<file path="config.mk">
export PLATFORM = sky130hd
export DESIGN_NAME = payload_phasing
export DESIGN_NICKNAME = d
export VERILOG_FILES = /design/src/pkg/phasing_pkg.sv /design/src/verilog/offset_carry_chain.sv /design/src/verilog/phase_total_calc.sv /design/src/verilog/payload_phasing.sv
export SDC_FILE = /design/constraint.sdc
export NUM_CORES = 2
export LEC_CHECK = 0
export BUFFER_PORTS_ARGS = -buffer_cell sky130_fd_sc_hd__buf_2
export CAP_MARGIN = 20
export CORE_MARGIN = 2
export CORE_UTILIZATION = 60
export DETAILED_ROUTE_END_ITERATION = 6
export GPL_TIMING_DRIVEN = 0
export PLACE_DENSITY = 0.86
export SETUP_SLACK_MARGIN = 0.2
export SYNTH_ARGS = -nofsm -noshare
export SYNTH_HDL_FRONTEND = slang
export SYNTH_HIERARCHICAL = 1
export SYNTH_SLANG_ARGS = --single-unit
</file>
<file path="constraint.sdc">
create_clock -name i_core_clk -period 19.2 [get_ports i_core_clk]
set_input_delay 0.96 -clock i_core_clk [delete_from_list [all_inputs] [get_ports i_core_clk]]
set_output_delay 0.96 -clock i_core_clk [all_outputs]
set_load 0.005 [all_outputs]
</file>
<file path="src/pkg/phasing_pkg.sv">
// Shared constants, types and limit lookup for the payload phasing offset block
package phasing_pkg;

  ////////////////////////////////////////////////////////////////////////////
  // Widths of the signed offset fields, the combined shift, the write value and the register address
  localparam int CLK_W = 12;
  localparam int LINE_W = 11;
  localparam int FRAME_W = 6;
  localparam int TOTAL_W = 32;
  localparam int VALUE_W = 16;
  localparam int ADDR_W = 5;

  ////////////////////////////////////////////////////////////////////////////
  // Sub-27M counting rate and line periods
  localparam real SUB27_CLK_MHZ = 27.0;
  localparam real NTSC_LINE_US = 63.519;
  localparam real PAL_B_LINE_US = 63.963;
  // Longest clock offsets, rounded down to whole sub-27M clocks
  localparam logic [CLK_W-1:0] NTSC_CLK_MAX = CLK_W'($rtoi(NTSC_LINE_US * SUB27_CLK_MHZ));
  localparam logic [CLK_W-1:0] PAL_B_CLK_MAX = CLK_W'($rtoi(PAL_B_LINE_US * SUB27_CLK_MHZ));
  // Line and frame limits: 524 and 29 for NTSC/PAL-M, 624 and 24 for PAL-B
  localparam logic [LINE_W-1:0] NTSC_LINE_MAX = 11'h20c;
  localparam logic [LINE_W-1:0] PAL_B_LINE_MAX = 11'h270;
  localparam logic [FRAME_W-1:0] NTSC_FRAME_MAX = 6'h1d;
  localparam logic [FRAME_W-1:0] PAL_B_FRAME_MAX = 6'h18;

  ////////////////////////////////////////////////////////////////////////////
  // Register byte offsets
  localparam logic [ADDR_W-1:0] REG_CTRL = 5'h00;
  localparam logic [ADDR_W-1:0] REG_FORMAT = 5'h04;
  localparam logic [ADDR_W-1:0] REG_CLK_OFF = 5'h08;
  localparam logic [ADDR_W-1:0] REG_LINE_OFF = 5'h0c;
  localparam logic [ADDR_W-1:0] REG_FRAME_OFF = 5'h10;
  localparam logic [ADDR_W-1:0] REG_ADJUST = 5'h14;
  localparam logic [ADDR_W-1:0] REG_TOTAL = 5'h18;
  localparam logic [ADDR_W-1:0] REG_STATUS = 5'h1c;
  // Field positions
  localparam int CTRL_SEL_LSB = 0;
  localparam int CTRL_EN_BIT = 4;
  localparam int CTRL_STD_LSB = 8;
  localparam int ADJ_FIELD_LSB = 16;
  localparam int STAT_EN_BIT = 4;
  localparam int STAT_HD_BIT = 5;
  localparam int STAT_LIVE_BIT = 6;
  localparam logic [3:0] FULL_BE = 4'hf;

  ////////////////////////////////////////////////////////////////////////////
  // Video standards; STD_HD stands for any high definition format
  typedef enum logic [1:0] {STD_NTSC, STD_PAL_B, STD_PAL_M, STD_HD} video_std_e;
  // Target field of an offset write
  typedef enum logic [1:0] {FIELD_CLOCK, FIELD_LINE, FIELD_FRAME} field_e;
  // One stored set of offsets
  typedef struct packed {
    logic signed [CLK_W-1:0] clk;
    logic signed [LINE_W-1:0] line;
    logic signed [FRAME_W-1:0] frame;
  } offset_s;
  // Positive limits of one standard
  typedef struct packed {
    logic [CLK_W-1:0] clk_max;
    logic [LINE_W-1:0] line_max;
    logic [FRAME_W-1:0] frame_max;
  } limits_s;
  // Reset values
  localparam video_std_e RST_STD = STD_NTSC;

  // Limits of a standard; PAL-M shares the NTSC figures
  function automatic limits_s std_limits(input video_std_e s);
    limits_s l;
    l = '{NTSC_CLK_MAX, NTSC_LINE_MAX, NTSC_FRAME_MAX};
    if (s == STD_PAL_B) begin
      l = '{PAL_B_CLK_MAX, PAL_B_LINE_MAX, PAL_B_FRAME_MAX};
    end
    return l;
  endfunction

endpackage

</file>
<file path="src/verilog/offset_carry_chain.sv">
// Wrap and carry chain across the clock, line and frame offset fields
`timescale 1ns/1ps
module offset_carry_chain (
  // Stored entry and the write applied to it
  input phasing_pkg::offset_s i_base,
  input phasing_pkg::field_e i_field,
  input logic i_add,
  input logic signed [phasing_pkg::VALUE_W-1:0] i_value,
  // Limits of the target standard
  input phasing_pkg::limits_s i_limits,
  // Wrapped entry
  output phasing_pkg::offset_s o_result
);

  localparam int SUM_W = phasing_pkg::VALUE_W + 1;
  typedef logic signed [SUM_W-1:0] sum_t;

  sum_t c_sum; // Clock field before wrap
  sum_t l_sum; // Line field before wrap, carry included
  sum_t f_sum; // Frame field before wrap, carry included
  logic signed [1:0] c_cy; // Carry out of the clock field
  logic signed [1:0] l_cy; // Carry out of the line field
  logic signed [1:0] f_cy; // Frame overflow, dropped at the end of the chain

  // Plus one above the limit, minus one below its negation
  function automatic logic signed [1:0] carry_of(input sum_t s, input logic [11:0] lim);
    sum_t top;
    top = sum_t'({1'b0, lim});
    if (s > top) begin
      carry_of = 2'sd1;
    end else if (s < -top) begin
      carry_of = -2'sd1;
    end else begin
      carry_of = 2'sd0;
    end
  endfunction

  // All three fields settle in one pass so no half-carried value is seen
  always_comb begin
    c_sum = sum_t'(i_base.clk);
    if (i_field == phasing_pkg::FIELD_CLOCK) begin
      c_sum = i_add ? c_sum + sum_t'(i_value) : sum_t'(i_value);
    end
    c_cy = carry_of(c_sum, i_limits.clk_max);
    l_sum = sum_t'(i_base.line);
    if (i_field == phasing_pkg::FIELD_LINE) begin
      l_sum = i_add ? l_sum + sum_t'(i_value) : sum_t'(i_value);
    end
    l_sum = l_sum + sum_t'(c_cy);
    l_cy = carry_of(l_sum, {1'b0, i_limits.line_max});
    f_sum = sum_t'(i_base.frame);
    if (i_field == phasing_pkg::FIELD_FRAME) begin
      f_sum = i_add ? f_sum + sum_t'(i_value) : sum_t'(i_value);
    end
    f_sum = f_sum + sum_t'(l_cy);
    f_cy = carry_of(f_sum, {6'h00, i_limits.frame_max});
    // A field past its limit returns to zero
    o_result.clk = (c_cy != 2'sd0) ? '0 : c_sum[phasing_pkg::CLK_W-1:0];
    o_result.line = (l_cy != 2'sd0) ? '0 : l_sum[phasing_pkg::LINE_W-1:0];
    o_result.frame = (f_cy != 2'sd0) ? '0 : f_sum[phasing_pkg::FRAME_W-1:0];
  end

endmodule

</file>
<file path="src/verilog/phase_total_calc.sv">
// Registered total phase shift of one output in sub-27M clocks
`timescale 1ns/1ps
module phase_total_calc (
  // Clock and reset
  input logic i_core_clk,
  input logic i_rst,
  // Active offsets and their standard
  input phasing_pkg::offset_s i_offset,
  input phasing_pkg::limits_s i_limits,
  input logic i_live,
  // Combined shift
  output logic signed [phasing_pkg::TOTAL_W-1:0] o_total,
  output logic o_live
);

  logic signed [phasing_pkg::TOTAL_W-1:0] line_clks; // Clocks in one line
  logic signed [phasing_pkg::TOTAL_W-1:0] frame_lines; // Lines in one frame
  logic signed [phasing_pkg::TOTAL_W-1:0] sum; // Combined shift

  // Frame and line offsets scaled to clocks, plus the clock offset
  always_comb begin
    line_clks = $signed({20'h00000, i_limits.clk_max}) + 32'sd1;
    frame_lines = $signed({21'h000000, i_limits.line_max}) + 32'sd1;
    sum = 32'(i_offset.frame) * frame_lines * line_clks;
    sum = sum + 32'(i_offset.line) * line_clks + 32'(i_offset.clk);
  end

  // An idle or high definition output carries no shift
  always_ff @(posedge i_core_clk) begin
    if (i_rst) begin
      o_total <= '0;
      o_live <= 1'b0;
    end else begin
      o_total <= i_live ? sum : '0;
      o_live <= i_live;
    end
  end

endmodule

</file>
<file path="src/verilog/payload_phasing.sv">
// Per-output time reference payload phasing offsets behind an Avalon-MM slave
//
// Operation
// - Separate offset sets per output and standard.
// - Format change reloads that output's stored offsets.
// - High definition output ignores and disables phasing.
// - Clock, line, frame combine into one shift.
// - Field past its maximum wraps, carries upward.
// - Clock offset counts sub-27M clock periods.
// - Clock overflow adds one line.
// - Clock underflow removes one line.
// - Line overflow adds one frame.
// - Line underflow removes one frame.
// - Frame field wraps with no further carry.
// - Limits follow NTSC, PAL-M or PAL-B figures.
//
// Our own choices: the address map and the Avalon-MM register port.
`timescale 1ns/1ps
module payload_phasing #(
  parameter int NUM_OUTPUTS = 4,
  parameter int SEL_W = 2
) (
  // Clock and reset
  input logic i_core_clk,
  input logic i_rst,
  // Avalon-MM register slave
  input logic [phasing_pkg::ADDR_W-1:0] i_avs_address,
  input logic i_avs_read,
  input logic i_avs_write,
  input logic [31:0] i_avs_writedata,
  input logic [3:0] i_avs_byteenable,
  output logic [31:0] o_avs_readdata,
  output logic o_avs_waitrequest,
  // Per-output payload phasing
  output logic [NUM_OUTPUTS-1:0][phasing_pkg::TOTAL_W-1:0] o_payload_shift,
  output logic [NUM_OUTPUTS-1:0] o_shift_live,
  output logic [NUM_OUTPUTS-1:0] o_output_enable
);

  ////////////////////////////////////////////////////////////////////////////
  // Declarations

  // Number of standards that own a stored set
  localparam int NUM_STDS = 3;

  // Bus handshake
  logic req; // A read or write is pending
  logic ack; // Answer cycle of the pending request
  logic wr_fire; // Write takes effect at this edge
  logic rd_take; // Read data is captured at this edge
  logic [31:0] rd_mux; // Read data before its flop

  // Selection and configuration
  logic [SEL_W-1:0] video_output_select; // Output under edit
  phasing_pkg::video_std_e video_standard_select; // Standard under edit
  logic [NUM_OUTPUTS-1:0] video_output_enable; // Output enables
  phasing_pkg::video_std_e out_format [NUM_OUTPUTS]; // Format of each output

  // Offset storage: one set per output and per standard
  phasing_pkg::offset_s stored [NUM_OUTPUTS][NUM_STDS];
  // Offsets in use on each output
  phasing_pkg::offset_s active [NUM_OUTPUTS];

  // Write path into the carry chain
  phasing_pkg::offset_s edit_entry; // Entry addressed by the edit selection
  phasing_pkg::offset_s next_entry; // That entry after the write
  phasing_pkg::field_e wr_field; // Field the write targets
  logic wr_add; // Adjust adds to the field rather than set it
  logic is_off_addr; // Address is one of the offset registers
  logic sel_hd; // Selected output carries high definition
  logic edit_ok; // Edit standard owns a stored set
  logic off_wr; // Offset write accepted
  logic fmt_wr; // Format write accepted
  logic ctrl_wr; // Control write accepted
  phasing_pkg::video_std_e new_format; // Format being written
  logic [SEL_W-1:0] new_select; // Output select being written
  logic [NUM_OUTPUTS-1:0] live; // Output shows a phasing shift

  ////////////////////////////////////////////////////////////////////////////
  // Avalon-MM handshake

  // One wait cycle on every access keeps decode and read mux off the
  // same edge as the master's sample, at the cost of half the bus rate
  assign req = i_avs_read | i_avs_write;
  assign o_avs_waitrequest = req & ~ack;
  assign wr_fire = i_avs_write & ack & (i_avs_byteenable == phasing_pkg::FULL_BE);
  assign rd_take = i_avs_read & ~ack;

  // Answer flag rises one cycle after the request and drops after it
  always_ff @(posedge i_core_clk) begin
    if (i_rst) begin
      ack <= 1'b0;
    end else begin
      ack <= req & ~ack;
    end
  end

  ////////////////////////////////////////////////////////////////////////////
  // Write decode

  // Partial byte writes are dropped whole, as a field split over
  // two accesses could not be wrapped as one value
  always_comb begin
    is_off_addr = 1'b1;
    wr_add = 1'b0;
    wr_field = phasing_pkg::FIELD_CLOCK;
    case (i_avs_address)
      // Set the clock offset
      phasing_pkg::REG_CLK_OFF: begin
        wr_field = phasing_pkg::FIELD_CLOCK;
      end
      // Set the line offset
      phasing_pkg::REG_LINE_OFF: begin
        wr_field = phasing_pkg::FIELD_LINE;
      end
      // Set the frame offset
      phasing_pkg::REG_FRAME_OFF: begin
        wr_field = phasing_pkg::FIELD_FRAME;
      end
      // Step a chosen field by a signed amount
      phasing_pkg::REG_ADJUST: begin
        wr_field = phasing_pkg::field_e'(i_avs_writedata[phasing_pkg::ADJ_FIELD_LSB +: 2]);
        wr_add = 1'b1;
      end
      // Not an offset register
      default: begin
        is_off_addr = 1'b0;
      end
    endcase
  end

  // Gate offset writes on the selected output's state
  assign sel_hd = (out_format[video_output_select] == phasing_pkg::STD_HD);
  assign edit_ok = (video_standard_select != phasing_pkg::STD_HD);
  assign off_wr = wr_fire & is_off_addr & video_output_enable[video_output_select]
    & ~sel_hd & edit_ok;
  assign fmt_wr = wr_fire & (i_avs_address == phasing_pkg::REG_FORMAT);
  assign ctrl_wr = wr_fire & (i_avs_address == phasing_pkg::REG_CTRL);
  assign new_format = phasing_pkg::video_std_e'(i_avs_writedata[1:0]);
  assign new_select = i_avs_writedata[phasing_pkg::CTRL_SEL_LSB +: SEL_W];

  ////////////////////////////////////////////////////////////////////////////
  // Carry chain on the entry under edit

  // Entry of the selected output and edit standard; zero for no entry
  assign edit_entry = edit_ok ? stored[video_output_select][video_standard_select] : '0;

  // Wrap and carry across fields under the edit standard's limits
  offset_carry_chain u_chain (
    .i_base(edit_entry),
    .i_field(wr_field),
    .i_add(wr_add),
    .i_value(i_avs_writedata[phasing_pkg::VALUE_W-1:0]),
    .i_limits(phasing_pkg::std_limits(video_standard_select)),
    .o_result(next_entry)
  );

  ////////////////////////////////////////////////////////////////////////////
  // Control registers

  // Output select, edit standard and per-output enable
  always_ff @(posedge i_core_clk) begin
    if (i_rst) begin
      video_output_select <= '0;
      video_standard_select <= phasing_pkg::RST_STD;
      video_output_enable <= '0;
    end else if (ctrl_wr) begin
      video_output_select <= new_select;
      video_standard_select <= phasing_pkg::video_std_e'(
        i_avs_writedata[phasing_pkg::CTRL_STD_LSB +: 2]);
      // Enable bit lands on the newly selected output
      video_output_enable[new_select] <= i_avs_writedata[phasing_pkg::CTRL_EN_BIT];
    end
  end

  // Video format of the selected output
  always_ff @(posedge i_core_clk) begin
    if (i_rst) begin
      for (int i = 0; i < NUM_OUTPUTS; i++) begin
        out_format[i] <= phasing_pkg::RST_STD;
      end
    end else if (fmt_wr) begin
      out_format[video_output_select] <= new_format;
    end
  end

  ////////////////////////////////////////////////////////////////////////////
  // Offset storage

  // Only the entry for the selected output and edit standard changes;
  // the whole entry is written at once, carries included
  always_ff @(posedge i_core_clk) begin
    if (i_rst) begin
      for (int i = 0; i < NUM_OUTPUTS; i++) begin
        for (int s = 0; s < NUM_STDS; s++) begin
          stored[i][s] <= '0;
        end
      end
    end else if (off_wr) begin
      stored[video_output_select][video_standard_select] <= next_entry;
    end
  end

  // Offsets in use: recalled on a format change, or followed live when
  // the edit standard is the one the output carries
  always_ff @(posedge i_core_clk) begin
    if (i_rst) begin
      for (int i = 0; i < NUM_OUTPUTS; i++) begin
        active[i] <= '0;
      end
    end else if (fmt_wr) begin
      if (new_format == phasing_pkg::STD_HD) begin
        active[video_output_select] <= '0;
      end else begin
        active[video_output_select] <= stored[video_output_select][new_format];
      end
    end else if (off_wr && (video_standard_select == out_format[video_output_select])) begin
      active[video_output_select] <= next_entry;
    end
  end

  ////////////////////////////////////////////////////////////////////////////
  // Per-output shift

  // One registered total per output, scaled by that output's standard
  for (genvar g = 0; g < NUM_OUTPUTS; g++) begin : g_out
    assign live[g] = video_output_enable[g] & (out_format[g] != phasing_pkg::STD_HD);
    phase_total_calc u_total (
      .i_core_clk(i_core_clk),
      .i_rst(i_rst),
      .i_offset(active[g]),
      .i_limits(phasing_pkg::std_limits(out_format[g])),
      .i_live(live[g]),
      .o_total(o_payload_shift[g]),
      .o_live(o_shift_live[g])
    );
  end

  // Enables go out straight from their register
  assign o_output_enable = video_output_enable;

  ////////////////////////////////////////////////////////////////////////////
  // Read path

  // Register contents as seen for the selected output
  always_comb begin
    rd_mux = '0;
    case (i_avs_address)
      // Selection and enable
      phasing_pkg::REG_CTRL: begin
        rd_mux[phasing_pkg::CTRL_SEL_LSB +: SEL_W] = video_output_select;
        rd_mux[phasing_pkg::CTRL_EN_BIT] = video_output_enable[video_output_select];
        rd_mux[phasing_pkg::CTRL_STD_LSB +: 2] = video_standard_select;
      end
      // Format of the selected output
      phasing_pkg::REG_FORMAT: begin
        rd_mux[1:0] = out_format[video_output_select];
      end
      // Stored offsets, sign extended
      phasing_pkg::REG_CLK_OFF: begin
        rd_mux = 32'(edit_entry.clk);
      end
      phasing_pkg::REG_LINE_OFF: begin
        rd_mux = 32'(edit_entry.line);
      end
      phasing_pkg::REG_FRAME_OFF: begin
        rd_mux = 32'(edit_entry.frame);
      end
      // Combined shift now on the selected output
      phasing_pkg::REG_TOTAL: begin
        rd_mux = o_payload_shift[video_output_select];
      end
      // Live state of the selected output
      phasing_pkg::REG_STATUS: begin
        rd_mux[1:0] = out_format[video_output_select];
        rd_mux[phasing_pkg::STAT_EN_BIT] = video_output_enable[video_output_select];
        rd_mux[phasing_pkg::STAT_HD_BIT] = sel_hd;
        rd_mux[phasing_pkg::STAT_LIVE_BIT] = o_shift_live[video_output_select];
      end
      // Adjust is write-only; unmapped reads return zero
      default: begin
        rd_mux = '0;
      end
    endcase
  end

  // Read data is caught in the wait cycle and stands through the answer
  always_ff @(posedge i_core_clk) begin
    if (i_rst) begin
      o_avs_readdata <= '0;
    end else if (rd_take) begin
      o_avs_readdata <= rd_mux;
    end
  end

endmodule

</file>
[Yosys cells after proc, flatten, opt, wreduce, memory -nomap -nowiden]
Memory sizes are Yosys's and may differ from the RTL's. A register that Yosys moved wholly into a read port is not among the register bits.
Index checks and enable logic that the tools add are counted.
Cells by class
  add/subtract/negate cells: 24
  $mul: 12
  $lt $le $gt $ge: 12
  eq/ne operators: 23
  muxes and demuxes: 83
  bitwise logic cells: 25
  reductions and logical operators: 18
Operators with widths (count)
  $mux W29: 9
  $mux W87: 3
  $add A32 B12 Y32: 4
  $add A32 B32 Y32: 4
  $mul A32 B32 Y32: 4
  $bmux W29 S2: 2
  $mux W21: 5
  $mux W17: 6
  $add A11 B1 Y12 const B: 8
  $mul A11 B13 Y24: 4
  $pmux W22 S4: 1
  $reduce_or A87 Y1: 1
  $mul A6 B13 Y19: 4
  $bmux W32 S2: 1
  $demux W29 S2: 1
  $lt A17 B17 Y1: 3
  $add A17 B2 Y17: 2
  $gt A17 B12 Y1: 2
  $neg A11 Y17: 2
  $mux W32: 1
  $reduce_or A29 Y1: 1
  $mux W2: 14
  $mux W1: 26
  $eq A5 B5 Y1 const B: 4
  38 further kinds: 85
Word-level totals
  bits in registers: 173
  memory bits (writable): 472
  input bits: 45
  output and inout port bits: 169
  logic and storage cells: 213
  memories kept: 3
Memories
  stored: depth 4, bits a word 87, read ports 1, clocked after memory_dff 1, write ports 4, line payload_phasing.sv:60  | phasing_pkg::offset_s stored [NUM_OUTPUTS][NUM_STDS];
  active: depth 4, bits a word 29, read ports 4, clocked after memory_dff 0, write ports 4, line payload_phasing.sv:62  | phasing_pkg::offset_s active [NUM_OUTPUTS];
  out_format: depth 4, bits a word 2, read ports 5, clocked after memory_dff 1, write ports 4, line payload_phasing.sv:57  | phasing_pkg::video_std_e out_format [NUM_OUTPUTS];

[Depth between registers and ports, before layout]
  depth after elaboration: 23
  gate-level depth with buffers: 69
  gate-level depth less buffers: 63

[By module]
Netlist, hierarchy kept.
By module, submodules not included
  phase_total_calc at g_out[1].u_total ...: times used 2, cells each 2028, area each 18290.0 um^2, seq. area each 660.6 um^2
  payload_phasing: times used 1, cells each 1880, area each 24995.2 um^2, seq. area each 15034.4 um^2
  phase_total_calc at g_out[3].u_total: times used 1, cells each 2056, area each 18491.5 um^2, seq. area each 660.6 um^2
  phase_total_calc at g_out[0].u_total: times used 1, cells each 2055, area each 18371.4 um^2, seq. area each 660.6 um^2
  offset_carry_chain: times used 1, cells each 1049, area each 7393.3 um^2, seq. area each 0.0 um^2

[Least setup slack after synthesis]
OpenSTA, ideal clock, no wires.
  path kind: register to register
  start point: reg (tool-made name)
  end point: mem active[0][4] (netlist name) (data pin)
  setup time: 0.269 ns
  data arrival time: 14.042 ns
  required time: 18.931 ns
  setup slack: 4.889 ns
  cell stages (with the launch flop): 60
  path buffers: 5
  clock period less this slack: 14.311 ns
  cell sequence: dfxtp_1 -> buf_6 -> buf_2 -> buf_2 -> mux4_2 -> mux2i_1 -> o21ai_0 -> ha_1 -> inv_1 -> fa_1 -> nor2b_1 -> o31ai_1 -> a21oi_1 -> a21o_1 -> a21oi_1 -> xnor2_1 -> nand2_1 -> a31oi_1 -> (+24 left out) -> ha_1 -> o21ai_0 -> o21ai_0 -> a21oi_1 -> o21ai_0 -> o41ai_1 -> o21ai_0 -> xor2_1 -> clkbuf_1 -> xnor2_1 -> ha_1 -> nand2_1 -> a32o_1 -> and4_1 -> a31o_2 -> a211o_1 -> a32oi_1 -> nor3_1
RTL lines (line)
  to (decl): payload_phasing.sv:62

==> metrics.txt <==
die width 424.0 um; final wirelength 369800 um; WHS Path Cells 1; final hold vios 0; hold path startpoint ack$_SDFF_PP0_; CTS tree done; initial cell density of the core 60.22%; Most used DFF post-synth edfxtp_1; I/O pin count 214; total die area 179800 sq um; Pre-antenna DRT Iters 7; WS Path Type reg2reg; Reg clk slew, reported paths 0.06 ns; failing checks design-rule violations, max-slew violations; post-route clock period utilization 96.14%; CTS sink count 647; post-synth top area cell fa_1; Slowest cell on crit path clkbuf_1; first-pass GRT wire length 550200 um; Die Height 424.0 um; Worst Path Buf+Inv 7; slowest stage delay, CP 0.82 ns; DRC 45; hold buffer count at CTS 0; R2R depth 63; FF/Latch Area 17680 sq um; post-synthesis sequential area ratio 16.70%; DR WL/cell 26.11 um; cell area after layout 113900 sq um; Std-Cell Rows 154; Req. time, crit path 19.63 ns; FF-to-FF setup slack 0.74 ns; root buf cell clkbuf_16; fillers 14.10k; clock latency on the worst-skew pair 0.71 ns; CTS H-tree lvls 3; min Tclk post-route 18.46 ns; core area 175700 sq um; Final Max Tran Viols 4; crit-path leading delay family compound AO/OA/AOI/OAI gates; status finished with violations; Area Growth Syn to Fin 7.591%; vias per inst 5.965; RR Endpoint active[2][1]$_SDFFCE_PN0P_; post-synthesis cell area 105800 sq um; Slew HR -2.796%; clk buf depth 3; Total GRT Usage 41.67%; skew final 0.06987 ns; via count of the first global-routing pass 88.17k; RSZ-0062 raised after global routing no; initial antenna violation count 56; largest net degree at the start of global routing 30; CP Launch Type flop; DP Area 111300 sq um; Area contributors post-synth fa_1, edfxtp_1, ha_1; Syn Area/Cell 9.538 sq um; worst-path fanout max 16; Yosys Warn Count 6; grt ovf 0; ANT nets after route 0; Post-synth EDFFs 472; Fmax 0.05417 GHz; Finish-stage setup viols 0; CP Capture Type flop; multi-input combinational cell area 79290 sq um; #FFs+latches synth 647; min-delay worst type reg2reg; Hold Path Sink ack$_SDFF_PP0_; final worst slack 0.7404 ns; via count 84.47k; Distinct cells, synth 124; setup TNS 0 ns; layout cell share with drive strength beyond 1 6.143%; initial DRC count 8680; post-route core utilization 64.80%; post-DP HPWL 307400 um; Worst EP arrival 18.89 ns; Post-synth ARST share 0%; Gate Count Post-Synth 11.10k; Synth top area share 33.24%; maxcap violations 0; # nets final 14.44k; Routability Congestion 1.078; Placement Setup Slack -0.5512 ns; Num CTS Buffers 70; Least-Margin Pin Slew 1.542 ns; Buffers on Ports 196
==> timing repair <==
action	4_1_cts	5_1_grt
gates cloned	0	0
hold endpoints to repair	0	0
gates resized for setup	8	11
buffers inserted	0	5
setup endpoints to repair	94	96
pin swaps	0	4
==> synth_stat cells, types with 57 or more instances <==
cell and count:
fa_1 1757, and3_1 61, nor2b_1 197, a21oi_1 243, o21ai_0 167, edfxtp_1 472, nand2_1 1169, or2_2 57
nor2_1 638, dfxtp_1 175, nand3_1 131, a21o_1 67, clkbuf_1 379, xnor2_1 254, xor2_1 143, nor3_1 200
mux4_2 123, inv_1 2178, and2_1 809, nand2b_1 112, ha_1 933
==> worst max-delay path by stage <==
stage | slack [ns] | cells past startpoint | endpoint
after global routing | 0.21 | 61 | active[2][1]$_SDFFCE_PN0P_
after detailed placement | -0.55 | 58 | active[0][0]$_SDFFCE_PN0P_
after global placement | -0.77 | 54 | active[2][5]$_SDFFCE_PN0P_
after floorplan | 4.89 | 59 | active[0][4]$_SDFFCE_PN0P_
final | 0.74 | 63 | active[2][1]$_SDFFCE_PN0P_
after CTS | 0.35 | 60 | active[0][0]$_SDFFCE_PN0P_
==> layer usage <==
| metal | share of wire [%] | routed length (um) | track usage [%] | vias to the layer above |
|---|---|---|---|---|
| met4 | 9.7 | 35730 | 33.14 | 32 |
| met2 | 46 | 169200 | 65.25 | 5295 |
| met5 | 0.058 | 215 | 0.08065 | - |
| met1 | 34 | 124400 | 47.88 | 41700 |
| met3 | 11 | 40240 | 12.14 | 1571 |
| li1 | - | - | - | 35870 |
==> per-stage QoR <==
stage,std cells,hold slack [ns]
6_report,14160,0.4760
5_1_grt,14120,0.5027
4_1_cts,14090,0.4752
3_5_place_dp,13960,0.4613
3_3_place_gp,13940,0.4441
2_1_floorplan,11400,0.4317
==> kinds of logic (layout without fill, tap and decap cells) <==
group                    after synthesis  after routing  synth area share [%]
multiplexers                         164            164                 3.008
XOR/XNOR                             401            401                 3.347
AO/OA/AOI/OAI                        991            991                 6.510
adder cells (fa/ha/maj)             2690           2690                 44.27
other                                  2            374              0.007096
AND/OR/NAND/NOR                     3551           3551                 16.58
flip-flops                           647            647                 16.70
buffers and inverters               2650           3004                 9.582
==> worst register-to-register path, delay by kind of cell, from the launching register on <==
kind                     cells  cell delay, ns
multiplexers                 1            0.50
adder cells (fa/ha/maj)      7            2.33
AND/OR/NAND/NOR             15            3.65
buffers and inverters        7            2.83
XOR/XNOR                     4            0.84
flip-flops                   1            0.31
AO/OA/AOI/OAI               29            7.76
==> state kept, by name, indices dropped and copies added (netlist names), named ones only <==
name,flops
video_standard_select,2
stored,348
g_out.u_total/o_total,128
out_format,8
video_output_select,2
ack,1
o_avs_readdata,32
active,116
o_output_enable,4
g_out.u_total/o_live,4
==> layout by cell type, fill, tap and decap left out, types with 52 or more instances in the layout <==
| cell type | n |
|---|---|
| inv_1 | 2178 |
| fa_1 | 1757 |
| nand2_1 | 1168 |
| ha_1 | 933 |
| and2_1 | 809 |
| nor2_1 | 638 |
| edfxtp_1 | 472 |
| clkbuf_1 | 386 |
| conb_1 | 306 |
| xnor2_1 | 253 |
| a21oi_1 | 243 |
| buf_2 | 233 |
| nor3_1 | 200 |
| nor2b_1 | 197 |
| dfxtp_1 | 175 |
| o21ai_0 | 163 |
| xor2_1 | 142 |
| nand3_1 | 131 |
| mux4_2 | 123 |
| nand2b_1 | 112 |
| clkbuf_16 | 70 |
| diode_2 | 68 |
| a21o_1 | 67 |
| and3_1 | 60 |
| or2_2 | 57 |
| a211oi_1 | 52 |
==> cell type report <==
cell class | count | share of cell area (%)
antenna | 68 | 0.1494
sequential | 647 | 15.52
inverter | 2179 | 7.183
buffer | 471 | 1.737
clock buffer | 86 | 1.601
clock inverter | 39 | 0.3879
multi-input combinational | 8103 | 69.63
timing repair buffer | 229 | 1.211
tap | 2340 | 2.571
Power is not shown: default switching activity piles up to over one toggle a cycle in this logic, so the estimate is an artifact.
